==> config.mk <==
export PLATFORM = sky130hd
export DESIGN_NAME = cpad_decoder
export DESIGN_NICKNAME = d
export VERILOG_FILES = /design/src/design/cpad_pkg.sv /design/src/design/cpad_decoder.sv
export SDC_FILE = /design/constraint.sdc
export NUM_CORES = 1
export LEC_CHECK = 0
export ABC_CLOCK_PERIOD_IN_PS = 14340
export BUFFER_PORTS_ARGS = -buffer_cell sky130_fd_sc_hd__buf_2
export CELL_PAD_IN_SITES_DETAIL_PLACEMENT = 1
export CELL_PAD_IN_SITES_GLOBAL_PLACEMENT = 2
export CORE_MARGIN = 4
export CORE_UTILIZATION = 35
export DETAILED_ROUTE_END_ITERATION = 16
export GPL_TIMING_DRIVEN = 0
export PLACE_DENSITY = 0.82
export RECOVER_POWER = 100
export REMOVE_ABC_BUFFERS = 1
export SLEW_MARGIN = 20
export SYNTH_ARGS = -nofsm -noshare
export SYNTH_HDL_FRONTEND = slang
export SYNTH_SLANG_ARGS = --single-unit
==> constraint.sdc <==
create_clock -name clk_i -period 14.34 [get_ports clk_i]
set_input_delay 2.868 -clock clk_i [delete_from_list [all_inputs] [get_ports clk_i]]
set_output_delay 2.868 -clock clk_i [all_outputs]
set_load 0.02 [all_outputs]
==> src/design/cpad_pkg.sv <==
// Purpose: Constants and carrier types for the processor-to-PCI address decoder.
// Assumes: 40-bit processor physical address, 32-bit PCI address, 4 byte enables.
// Notes:   Region bases are compared on address bits 39:28 (or finer where needed).
package cpad_pkg;

    localparam int unsigned CPU_AW       = 40;
    localparam int unsigned PCI_AW       = 32;
    localparam int unsigned UNCACHED_BIT = 39;

    // Decode keys taken from address bits 39:28
    localparam logic [11:0] KEY_MEM_LIMIT  = 12'h020;  // below 02.0 is main memory
    localparam logic [11:0] KEY_SPM0_LO    = 12'h800;
    localparam logic [11:0] KEY_SPM0_HI    = 12'h83f;
    localparam logic [11:0] KEY_SPM1_LO    = 12'h840;
    localparam logic [11:0] KEY_SPM1_HI    = 12'h84f;
    localparam logic [11:0] KEY_SPM2_LO    = 12'h850;
    localparam logic [11:0] KEY_SPM2_HI    = 12'h857;
    localparam logic [11:0] KEY_SPIOA_LO   = 12'h858;
    localparam logic [11:0] KEY_SPIOA_HI   = 12'h85b;
    localparam logic [11:0] KEY_SPIOB_LO   = 12'h85c;
    localparam logic [11:0] KEY_SPIOB_HI   = 12'h85f;
    localparam logic [11:0] KEY_DENSE_LO   = 12'h860;
    localparam logic [11:0] KEY_DENSE_HI   = 12'h86f;
    localparam logic [11:0] KEY_CFG_LO     = 12'h870;
    localparam logic [11:0] KEY_CFG_HI     = 12'h871;
    localparam logic [11:0] KEY_SPEC_LO    = 12'h872;
    localparam logic [11:0] KEY_SPEC_HI    = 12'h873;
    localparam logic [11:0] KEY_MAINREG    = 12'h874;
    localparam logic [11:0] KEY_MEMCREG    = 12'h875;
    localparam logic [11:0] KEY_XLATREG    = 12'h876;
    localparam logic [11:0] KEY_RESV       = 12'h877;
    localparam logic [11:0] KEY_FLASH_LO   = 12'h878;
    localparam logic [11:0] KEY_FLASH_HI   = 12'h87f;

    localparam int unsigned CACHE_BLOCK_BYTES = 64;
    localparam int unsigned BLOCK_LSB         = 6;     // log2 of the block size
    localparam int unsigned DENSE_MAX_BYTES   = 32;
    localparam logic [3:0]  DENSE_MAX_BURST   = 4'h8;  // longwords
    localparam int unsigned WBUF_COUNT        = 4;

    // Sparse size codes on processor address bits 4:3
    localparam logic [1:0] SZ_BYTE = 2'h0;
    localparam logic [1:0] SZ_WORD = 2'h1;
    localparam logic [1:0] SZ_TRI  = 2'h2;
    localparam logic [1:0] SZ_LONG = 2'h3;

    localparam logic [3:0] LWV_QUAD = 4'hc;

    typedef enum logic [3:0] {
        CPAD_R_NONE    = 4'h0,
        CPAD_R_MEM     = 4'h1,
        CPAD_R_SPM0    = 4'h2,
        CPAD_R_SPM1    = 4'h3,
        CPAD_R_SPM2    = 4'h4,
        CPAD_R_SPIOA   = 4'h5,
        CPAD_R_SPIOB   = 4'h6,
        CPAD_R_DENSE   = 4'h7,
        CPAD_R_CFG     = 4'h8,
        CPAD_R_SPEC    = 4'h9,
        CPAD_R_MAINREG = 4'ha,
        CPAD_R_MEMCREG = 4'hb,
        CPAD_R_XLATREG = 4'hc,
        CPAD_R_FLASH   = 4'hd
    } cpad_region_t;

    typedef enum logic [1:0] {
        CPAD_ST_IDLE  = 2'h0,
        CPAD_ST_BEAT2 = 2'h1
    } cpad_state_t;

    // Processor-side request
    typedef struct packed {
        logic [39:0] addr;
        logic        write;
        logic [3:0]  lw_valid;   // longword_valid_lines, one per longword of the octaword
        logic [7:0]  dense_lw;   // valid longwords of a dense write, up to 8
    } cpad_req_t;

    // Translated PCI-side command
    typedef struct packed {
        cpad_region_t region;
        logic         write;
        logic         pci_cycle;  // zero: complete locally, no PCI cycle
        logic         cacheable;
        logic [31:0]  pci_addr;
        logic [3:0]   byte_en_n;  // low marks a meaningful lane
        logic [3:0]   burst_len;  // longwords
        logic [31:0]  hole_mask;  // dense write byte enables, low = valid, 4 per longword
        logic         flush_req;  // always zero; DMA coherency flushes go out on flush_valid_o
    } cpad_cmd_t;

endpackage : cpad_pkg

==> src/design/cpad_decoder.sv <==
// Purpose: Classifies processor physical addresses and builds PCI address, byte enables and burst length.
// Assumes: One request per accepted handshake; extension registers held stable by the caller.
// Notes:   A two-entry skid buffer sits on the command output so a stall by the PCI side loses nothing.
`timescale 1ns/10ps

// Operation
// - Address bit 39 clear selects cached memory, set selects uncached spaces.
// - Addresses 00.0000.0000 to 01.FFFF.FFFF decode as 8 GB cacheable main memory.
// - Cacheable transfers use fixed 64-byte blocks aligned to the block boundary.
// - DMA hits on cacheable memory raise cache read and flush requests; here only the flush is raised, on flush_valid_o.
// - 80.0 to 83.F decodes as sparse PCI memory region 0, 512 MB.
// - 84.0 to 84.F decodes as sparse PCI memory region 1, 128 MB.
// - 85.0 to 85.7 decodes as sparse PCI memory region 2, 64 MB.
// - 85.8 to 85.B is sparse I/O region A; 85.C to 85.F region B.
// - 86.x maps one-to-one onto 4 GB dense PCI memory; never I/O.
// - 87.0-87.1 is configuration space; 87.2-87.3 is special and interrupt acknowledge.
// - 87.4, 87.5, 87.6 are register ranges; 87.7 reserved; 87.8-87.F flash.
// - Dense: processor bits 31:3 pass unchanged to PCI bits 31:3.
// - Dense reads force PCI bit 2 to zero; writes copy processor bit 2.
// - Dense reads fetch at least a quadword, bursting two or more longwords.
// - Dense transfers are at most 32 bytes, a burst of up to 8 longwords.
// - Dense writes allow any longword pattern, holes marked by byte enables.
// - Four 32-byte write buffers drain to PCI in strict arrival order; here the two-entry skid buffer holds at most two writes.
// - Sparse reads never prefetch beyond bytes encoded in the address.
// - Sparse: bits 7:3 give length, enables, PCI 2:0; bits 30:8 give PCI 25:3 in memory regions, bits 29:8 give PCI 24:3 in I/O regions.
// - Sparse PCI bits 31:26 come from extension register or processor address; I/O region A drives them zero.
// - High sparse bits per region: region 0, 1, 2 mixes as specified.
// - Sparse memory PCI bits 1:0 are zero; byte enable zero marks valid lane.
// - Sparse writes derive address bits 4:3 from longword valid lines and cycle.
// - Undefined sparse encodings complete without error, data unspecified.
// - Sparse transfers never burst, except quadword writes as two longwords.
module cpad_decoder
    import cpad_pkg::*;
(
    input  wire logic        clk_i,
    input  wire logic        reset_i,
    input  wire cpad_req_t   req_i,
    input  wire logic        req_valid_i,
    input  wire logic        req_second_i,
    input  wire logic        dma_valid_i,
    input  wire logic [39:0] dma_addr_i,
    input  wire logic [31:0] sparse_mem_high_addr_ext_i,
    input  wire logic [31:0] sparse_io_high_addr_ext_i,
    input  wire logic        cmd_ready_i,
    output logic             req_ready_o,
    output cpad_cmd_t        cmd_o,
    output logic             cmd_valid_o,
    output logic             flush_valid_o,
    output logic [39:0]      flush_addr_o,
    output logic [2:0]       wbuf_used_o
);

    typedef struct packed {
        cpad_cmd_t        buf0;
        cpad_cmd_t        buf1;
        logic [1:0]       count;
        logic [2:0]       wbuf_used;
        logic             flush_valid;
        logic [39:0]      flush_addr;
        cpad_state_t      state;
        cpad_cmd_t        beat2;
        logic             req_ready;
        logic             cmd_valid;
    } cpad_state_s_t;

    cpad_state_s_t st_ff;
    cpad_state_s_t nxt_st;

    function automatic cpad_region_t decode_region(input logic [39:0] a);
        logic [11:0] k;
        k = a[39:28];
        if (!a[UNCACHED_BIT]) begin
            decode_region = (k < KEY_MEM_LIMIT) ? CPAD_R_MEM : CPAD_R_NONE;
        end else if (k >= KEY_SPM0_LO && k <= KEY_SPM0_HI) begin
            decode_region = CPAD_R_SPM0;
        end else if (k >= KEY_SPM1_LO && k <= KEY_SPM1_HI) begin
            decode_region = CPAD_R_SPM1;
        end else if (k >= KEY_SPM2_LO && k <= KEY_SPM2_HI) begin
            decode_region = CPAD_R_SPM2;
        end else if (k >= KEY_SPIOA_LO && k <= KEY_SPIOA_HI) begin
            decode_region = CPAD_R_SPIOA;
        end else if (k >= KEY_SPIOB_LO && k <= KEY_SPIOB_HI) begin
            decode_region = CPAD_R_SPIOB;
        end else if (k >= KEY_DENSE_LO && k <= KEY_DENSE_HI) begin
            decode_region = CPAD_R_DENSE;
        end else if (k >= KEY_CFG_LO && k <= KEY_CFG_HI) begin
            decode_region = CPAD_R_CFG;
        end else if (k >= KEY_SPEC_LO && k <= KEY_SPEC_HI) begin
            decode_region = CPAD_R_SPEC;
        end else if (k == KEY_MAINREG) begin
            decode_region = CPAD_R_MAINREG;
        end else if (k == KEY_MEMCREG) begin
            decode_region = CPAD_R_MEMCREG;
        end else if (k == KEY_XLATREG) begin
            decode_region = CPAD_R_XLATREG;
        end else if (k >= KEY_FLASH_LO && k <= KEY_FLASH_HI) begin
            decode_region = CPAD_R_FLASH;
        end else begin
            decode_region = CPAD_R_NONE;
        end
    endfunction : decode_region

    // Sparse byte enables from size code and offset; undefined codes fall through to a
    // harmless pattern so the cycle still completes.
    function automatic logic [3:0] sparse_be_n(input logic [1:0] sz, input logic [1:0] ofs);
        sparse_be_n = 4'hf;
        case (sz)
            SZ_BYTE: sparse_be_n = ~(4'h1 << ofs);
            SZ_WORD: sparse_be_n = (ofs == 2'h3) ? 4'hf : ~(4'h3 << ofs);
            SZ_TRI:  sparse_be_n = (ofs[1]) ? 4'hf : ~(4'h7 << ofs);
            default: sparse_be_n = 4'h0;
        endcase
    endfunction : sparse_be_n

    // Write beat 4:3 from longword valid lines and data cycle
    function automatic logic [1:0] sparse_wr_a43(input logic [3:0] lwv, input logic second);
        sparse_wr_a43 = 2'h0;
        if (lwv == LWV_QUAD) begin
            sparse_wr_a43 = 2'h3;
        end else if (lwv[3] || lwv[2]) begin
            sparse_wr_a43 = {second, 1'b1};
        end else begin
            sparse_wr_a43 = {second, 1'b0};
        end
    endfunction : sparse_wr_a43

    cpad_cmd_t   c;
    logic        take;
    logic        push;
    logic        pop;
    logic        pop_wr;
    logic        is_sparse;
    logic        is_quad;
    logic [1:0]  a43;
    logic [3:0]  dense_cnt;

    always_comb begin
        c          = '0;
        is_sparse  = 1'b0;
        is_quad    = 1'b0;
        a43        = 2'h0;
        dense_cnt  = 4'h0;
        c.region   = decode_region(req_i.addr);
        c.write    = req_i.write;
        c.pci_cycle = 1'b1;
        c.byte_en_n = 4'h0;
        c.burst_len = 4'h1;
        c.hole_mask = '0;
        a43 = req_i.write ? sparse_wr_a43(req_i.lw_valid, req_second_i) : req_i.addr[4:3];
        is_quad = (a43 == 2'h3) && (req_i.addr[6:5] == 2'h3);
        case (c.region)
            CPAD_R_MEM: begin
                c.cacheable = 1'b1;
                c.pci_cycle = 1'b0;
                c.pci_addr  = {req_i.addr[31:BLOCK_LSB], 6'h00};
            end
            CPAD_R_DENSE: begin
                c.pci_addr = {req_i.addr[31:3], (req_i.write ? req_i.addr[2] : 1'b0), 2'h0};
                for (int i = 0; i < 8; i++) begin
                    dense_cnt = dense_cnt + {3'h0, req_i.dense_lw[i]};
                    c.hole_mask[i*4 +: 4] = req_i.dense_lw[i] ? 4'h0 : 4'hf;
                end
                if (req_i.write) begin
                    c.burst_len = (dense_cnt == 4'h0) ? 4'h1 : DENSE_MAX_BURST - {1'b0, req_i.addr[4:2]};
                end else begin
                    c.burst_len = (dense_cnt < 4'h2) ? 4'h2 : dense_cnt;
                end
            end
            CPAD_R_SPM0, CPAD_R_SPM1, CPAD_R_SPM2, CPAD_R_SPIOA, CPAD_R_SPIOB: begin
                is_sparse = 1'b1;
            end
            CPAD_R_CFG, CPAD_R_SPEC: begin
                c.pci_addr = {3'h0, req_i.addr[28:0]};
            end
            CPAD_R_NONE: begin
                c.pci_cycle = 1'b0;
            end
            default: begin
                c.pci_cycle = 1'b0;
                c.pci_addr  = {4'h0, req_i.addr[27:0]};
            end
        endcase
        if (is_sparse) begin
            c.byte_en_n = is_quad ? 4'h0 : sparse_be_n(a43, req_i.addr[6:5]);
            c.burst_len = (is_quad && req_i.write) ? 4'h2 : 4'h1;
            c.pci_addr[24:3] = req_i.addr[29:8];
            c.pci_addr[2:0]  = is_quad ? 3'h0 : {req_i.addr[7], 2'h0};
            case (c.region)
                CPAD_R_SPM0: c.pci_addr[31:25] = {sparse_mem_high_addr_ext_i[31:29],
                                                 req_i.addr[33:31], req_i.addr[30]};
                CPAD_R_SPM1: c.pci_addr[31:25] = {sparse_mem_high_addr_ext_i[15:11],
                                                 req_i.addr[31:30]};
                CPAD_R_SPM2: c.pci_addr[31:25] = {sparse_mem_high_addr_ext_i[7:2], req_i.addr[30]};
                CPAD_R_SPIOA: begin
                    c.pci_addr[31:25] = 7'h00;
                    c.pci_addr[2:0]   = is_quad ? 3'h0 : {req_i.addr[7], req_i.addr[6:5]};
                end
                default: begin
                    c.pci_addr[31:25] = sparse_io_high_addr_ext_i[31:25];
                    c.pci_addr[2:0]   = is_quad ? 3'h0 : {req_i.addr[7], req_i.addr[6:5]};
                end
            endcase
        end
    end

    // Write buffers are modelled as an in-order occupancy count; the skid
    // buffer itself is the FIFO, so no write can overtake an earlier one.
    assign take = req_valid_i && (st_ff.count < 2'h2) && (st_ff.state == CPAD_ST_IDLE)
                  && (!req_i.write || st_ff.wbuf_used < 3'(WBUF_COUNT));
    assign pop  = (st_ff.count != 2'h0) && cmd_ready_i;
    // A quadword's second beat and local writes never took a slot, so they free none
    assign pop_wr = pop && st_ff.buf0.write && st_ff.buf0.pci_cycle && (st_ff.buf0.burst_len != 4'h0);

    always_comb begin
        nxt_st = st_ff;
        push   = take || (st_ff.state == CPAD_ST_BEAT2 && st_ff.count < 2'h2);
        if (pop) begin
            nxt_st.buf0 = st_ff.buf1;
        end
        if (push) begin
            if ((st_ff.count == 2'h0) || (st_ff.count == 2'h1 && pop)) begin
                nxt_st.buf0 = (st_ff.state == CPAD_ST_BEAT2) ? st_ff.beat2 : c;
            end else begin
                nxt_st.buf1 = (st_ff.state == CPAD_ST_BEAT2) ? st_ff.beat2 : c;
            end
        end
        nxt_st.count = st_ff.count + 2'(push) - 2'(pop);
        if (take && c.write && c.pci_cycle && !(st_ff.wbuf_used != 3'h0 && pop_wr)) begin
            nxt_st.wbuf_used = st_ff.wbuf_used + 3'h1;
        end else if (!(take && c.write && c.pci_cycle) && pop_wr && st_ff.wbuf_used != 3'h0) begin
            nxt_st.wbuf_used = st_ff.wbuf_used - 3'h1;
        end
        case (st_ff.state)
            CPAD_ST_IDLE: begin
                if (take && is_sparse && is_quad && req_i.write) begin
                    nxt_st.state = CPAD_ST_BEAT2;
                    nxt_st.beat2 = c;
                    nxt_st.beat2.pci_addr = c.pci_addr + 32'h4;
                    nxt_st.beat2.burst_len = 4'h0;
                end
            end
            CPAD_ST_BEAT2: begin
                if (push) begin
                    nxt_st.state = CPAD_ST_IDLE;
                end
            end
            default: nxt_st.state = CPAD_ST_IDLE;
        endcase
        nxt_st.flush_valid = dma_valid_i && (decode_region(dma_addr_i) == CPAD_R_MEM);
        nxt_st.flush_addr  = {dma_addr_i[39:BLOCK_LSB], 6'h00};
        // Ready and valid ride in the state so both outputs come from flops
        nxt_st.cmd_valid   = (nxt_st.count != 2'h0);
        nxt_st.req_ready   = (nxt_st.count < 2'h2) && (nxt_st.state == CPAD_ST_IDLE)
                             && (nxt_st.wbuf_used < 3'(WBUF_COUNT));
    end

    always_ff @(posedge clk_i or posedge reset_i) begin
        if (reset_i) begin
            st_ff <= '0;
        end else begin
            st_ff <= nxt_st;
        end
    end

    assign req_ready_o   = st_ff.req_ready;
    assign cmd_o         = st_ff.buf0;
    assign cmd_valid_o   = st_ff.cmd_valid;
    assign flush_valid_o = st_ff.flush_valid;
    assign flush_addr_o  = st_ff.flush_addr;
    assign wbuf_used_o   = st_ff.wbuf_used;

endmodule : cpad_decoder

# Word level (Yosys, flattened, before mapping)
# Cells that the tools add are included.
[word_totals] regBits=279 in_bits=163 out_inout_bits=126 elab_cells=251
[classes] n_addsub=13 n_lt_le_gt_ge=43 n_eq_ne=23 n_shift=3 muxes=68 bitwise_logic=4 reduce_logical=65
[ops] cell="$mux W80" n=4
[ops] cell="$ge A12 B12 Y1 const B" n=18
[ops] cell="$le A12 B12 Y1 const B" n=18
[ops] cell="$mux W160" n=1
[ops] cell="$mux W4" n=40
[ops] cell="$pmux W32 S4" n=1
[ops] cell="$mux W82" n=1
[ops] cell="$eq A12 B12 Y1 const B" n=6
[ops] cell="$logic_and A1 B1 Y1" n=41
[ops] cell="$mux W40" n=1
[ops] cell="$mux W36" n=1
[ops] cell="$add A32 B3 Y32 const B" n=1
[ops] cell="$pmux W7 S4" n=1
[ops] cell="$lt A12 B6 Y1 const B" n=2
[ops] cell="$add A4 B1 Y4" n=4
[ops] cell="$eq A4 B3 Y1 const B" n=4
[ops] cell="$mux W3" n=5
[ops] cell="$eq A4 B4 Y1 const B" n=3
[ops] cell="$not A4 Y4" n=3
[ops] cell="$pmux W4 S3" n=1
[ops] cell="$eq A4 B1 Y1 const B" n=2
[ops] cell="$eq A4 B2 Y1 const B" n=2
[ops] cell="$logic_not A2 Y1" n=4
[ops] cell="$logic_not A4 Y1" n=2
[ops] cell="other kinds (31)" n=53

# Depth between registers and ports, before layout
[logic_depth] ltp_word=26 ltp_mapped=14 depth_no_buf=14

# Worst setup path before layout
# No wires, ideal clock.
[synth_path] kind="in2reg" startpoint="input req_i[0] (netlist bit)" endpoint="register st_ff[166] (netlist bit)" setup_ns=0.083 t_arrival_ns=6.020 required_time_ns=14.257 setup_slack_ns=8.238 path_stages=14 path_buffers=0 cell_sequence="fa_1 > inv_1 > fa_1 > fa_1 > inv_1 > ha_1 > fa_1 > xnor2_1 > o211ai_1 > nor2_1 > nor4_1 > a21oi_1 > or3_1 > o21ai_0"
[synth_via] elab_chain_len=13 word_cells_on_any_way=15 classes_between="add/sub: 7; order compare: 1; mux: 6; reduce/logical: 1"
[synth_rtl] item="start, declared" line="cpad_decoder.sv:37" rtl="input wire cpad_req_t req_i,"
[synth_rtl] item="$add A1 B1 Y2 *" line="cpad_decoder.sv:160" rtl="dense_cnt = dense_cnt + {3'h0, req_i.dense_lw[i]};"
[synth_rtl] item="$add A2 B1 Y3 *" line="cpad_decoder.sv:160"
[synth_rtl] item="$add A3 B1 Y4 *" line="cpad_decoder.sv:160"
[synth_rtl] item="$add A4 B1 Y4 * (4 in series)" line="cpad_decoder.sv:160"
[synth_rtl] item="$lt A4 B2 Y1 / $logic_not A4 Y1 (equally long branches)" line="cpad_decoder.sv:166, cpad_decoder.sv:164"
[synth_rtl] item="$mux W4, on equally long branches" line="cpad_decoder.sv:166, cpad_decoder.sv:164"
[synth_rtl] item="$mux W4 *" line="cpad_decoder.sv:163" rtl="if (req_i.write) begin"
[synth_rtl] item="$mux W36 *" line="cpad_decoder.sv:151" rtl="case (c.region)"
[synth_rtl] item="$mux W40 *" line="cpad_decoder.sv:183" rtl="if (is_sparse) begin"
[synth_rtl] item="$mux W80 *" line="cpad_decoder.sv:224" rtl="nxt_st.buf1 = (st_ff.state == CPAD_ST_BEAT2) ? st_ff.beat2 : c;"
[synth_rtl] item="end signal, assigned" line="cpad_decoder.sv:261" rtl="st_ff <= nxt_st;"
[synth_rtl] item="end, declared" line="cpad_decoder.sv:66" rtl="cpad_state_s_t st_ff;"
# Every way passes the cells marked *; elsewhere a longest branch is shown, timed or not.
# A chain may end at the register's enable or synchronous reset.

==> metrics.md <==
| Metric | Value |
|---|---|
| Vias | around 10,000 |
| Die X | between 150 and 200 um |
| Synth Flop Type | dfrtp_1 |
| Worst r2r path cells | 8 |
| Critical path class | primary input to asynchronous set/reset pin |
| Largest area contributor in the netlist | dfrtp_1 |
| # IOs | 289 |
| EDFF count, synth | 0 |
| Post-route DRC | 0 |
| Nets@finish | between 1,500 and 2,000 |
| Worst Setup End Kind | asynchronous set/reset pin |
| Status | finished, violations left |
| IO buf count | approximately 230 |
| PostCTS Resize Cnt | 0 |
| Post-Place Cell Area | between 10,000 and 15,000 um^2 |
| Clk slew on worst S/H paths | roughly 60 ps |
| Synth Area in XOR/XNOR | 1.009% |
| Netlist cell types | 79 |
| Post-CTS setup buffers | 0 |
| Post-route ant nets | 0 |
| Highest Clock Rate | ~120 MHz |
| Mapped Cells | around 1,400 |
| Synthesized area per cell | about 9 um^2 |
| H-tree Lvls | 1 |
| Row count | 67 |
| Pwr Density | 154.1 nW/um^2 |
| Clk_lat worst skew | 550 ps |
| Most common cell after layout, fill and taps aside | nand2_1 |
| Dpl hpwl | 26,250 um |
| Synth Area in Compound Gates | around 15% |
| Failing checks | max-capacitance violations, max-slew violations |
| WL final | about 37,000 um |
| Final Hold Viols | 0 |
| Rel. slew slack | -200.9% |
| Worst Hold Class | register to register |
| Fraction of synthesized area in multiplexers | under 10% |
| Peak VDD IR | between 0.08 and 0.09 mV |
| Top-area cell type share of the netlist area | between 40 and 50% |
| Hold-fix buffers, CTS | 0 |
| Drt first pass iters | 5 |
| Async SR Flop Fraction | 100.0% |
| Synth Area in Adders | around 2.3% |
| Die area | between 30,000 and 40,000 um^2 |
| Commonest cells after routing, fill and taps aside | 280 x nand2_1, 230 x dfrtp_1, 138 x clkbuf_1 |
| Final slew viol count | just over 500 |
| TritonCTS clock tree | built |
| Register area share after synthesis | approximately 47% |
| Synth Area in Simple Gates | between 20 and 25% |
| Worst-case clock buffer depth | 3 |
| Pin count of the biggest net entering global routing | 86 |
| Aggregate negative setup slack | 0 ps |
| Skew final | approximately 12 ps |
| Synth Register Bits | 230 |
| Leakage | 6.194 nW |
| Vias in the first global route | around 10,000 |
| Detailed Route Iter0 Violations | around 490 |
| Largest family of logic cells by synthesized area | simple AND/OR/NAND/NOR gates |
| Die Span Y | between 150 and 200 um |
| Critical Path Fanout Max | 84 |
| Slew @ Worst Pin | between 4000 and 5000 ps |
| Sink Count | 230 |
| Initial Util | a little over a third |
| CP required | 13,930 ps |
| CORE AREA | 33,870 um^2 |
| Antenna violations before repair | 2 |
| Root buf cell | clkbuf_16 |
| Type of origin of the critical path | primary input |
| Ratio of cells with drive above 1 in the final layout | roughly 12% |
| Area growth, synth to finish | 12.25% |
| GP Congestion | around 0.84 |
| Max Cap Viol | 12 |
| Final period utilization | between 50% and 60% |
| Fin area | around 14,000 um^2 |
| Drt via density | 5.258 |
| Final setup fails | 0 |
| RSZ-0062 raised after global routing | no |
| Global Route Usage Sum | a little under a fifth |
| First-pass GRT wire length | between 50,000 and 60,000 um |
| Hold Path Cell Cnt | 1 |
| Largest cells by area after synthesis | dfrtp_1 47%, nand2_1 8.6%, buf_4 7.6% |
| TritonCTS Buffers | 27 |
| Global route overflow | 0 |
| Critical Path AT | approximately 7900 ps |
| Mapped Area | about 12,000 um^2 |
| Tmin final | about 8300 ps |
| Routed len/inst | 19.58 um |
| YS warnings | 0 |
through the flow:
stage | setup WS [ps] | utilization (%) | cells | power [mW] | hold slack [ps]
final | 6016 | 40.29 | 1895 | 2.102 | 464.5
after detailed placement | 7272 | 38.60 | 1848 | 1.464 | 452.4
after global routing | 4679 | 40.28 | 1894 | 2.232 | 489.1
after CTS | 7815 | 41.22 | 1894 | 2.169 | 467.4
after global placement | 2101 | 37.36 | 1833 | 1.413 | 443.1
after floorplan | 5167 | - | 1152 | 1.183 | 428.8
layout make-up:
type | count | area [um^2]
diodes | 1 | 2.502
clock buffers | 35 | 765.7
clock inverters | 11 | 122.6
fillers | 4019 | 20220
inverters | 27 | 103.9
multi-input cells | 895 | 5075
flip-flops and latches | 230 | 5756
well taps | 448 | 560.5
repair buffers | 248 | 1260
state kept, by name, summed over array words and instances, names as in the netlist:
name           flops
cmd_valid_o        1
flush_addr_o      34
wbuf_used_o        3
st_ff            110
req_ready_o        1
flush_valid_o      1
cmd_o             80
cell usage after synthesis (all sizes together) (4+ instances only):
master    n
nand4    12
a21oi   114
mux2      5
nor4      9
nor2     27
or2       4
a31oi    11
nor3     25
dfrtp   230
and2     30
mux2i    27
or3       7
o21ai   117
ha       14
xor2      6
o31ai    13
nand2b   10
nor2b     6
a211oi    6
a21o      4
clkbuf   68
inv      27
and3     54
fa        4
buf     137
and4      6
nand2   280
nand3    20
xnor2     8
o211ai    6
final timing paths:
check                           start          endpoint  slack, ps
max                           reset_i  flush_addr_o[35]       6020
min                         st_ff[45]         st_ff[45]        460
max reg2reg                st_ff[129]       cmd_valid_o       7860
min reg2reg                 st_ff[45]         st_ff[45]        460
max in group clk_i          req_i[48]         st_ff[70]       6220
min in group asynchronous     reset_i  flush_addr_o[21]       3110
worst max-delay path, cell delays in order:
cell	delay [ps]
clkbuf_1	80
clkinvlp_2	1620
clkbuf_1	3260
layer usage:
metal / up-vias / track usage [%] / part of all wire (%)
met4: 4 / 2.917 / 1.3
met5: - / 0 / 0.089
met1: 4941 / 27.06 / 47
met2: 307 / 31.45 / 46
li1: 4673 / - / -
met3: 39 / 3.705 / 6.2
cell families (layout without fill, tap and decap cells):
family,after synthesis,after routing
AOI/OAI and AO/OA,309,309
muxes,32,32
adders and majority gates,20,20
xor gates and xnor gates,14,14
other,1,8
and+or+nand+nor,513,513
buffers and inverters,232,321
DFF,230,230
report_power, final:
group	leakage [nW]	total, mW	internal (mW)	switching, mW
Clock	0.444	0.693	0.411	0.282
Sequential	3.07	0.831	0.765	0.0661
Combinational	2.68	0.579	0.181	0.398
No activity file was read; power rests on OpenSTA's default activity.
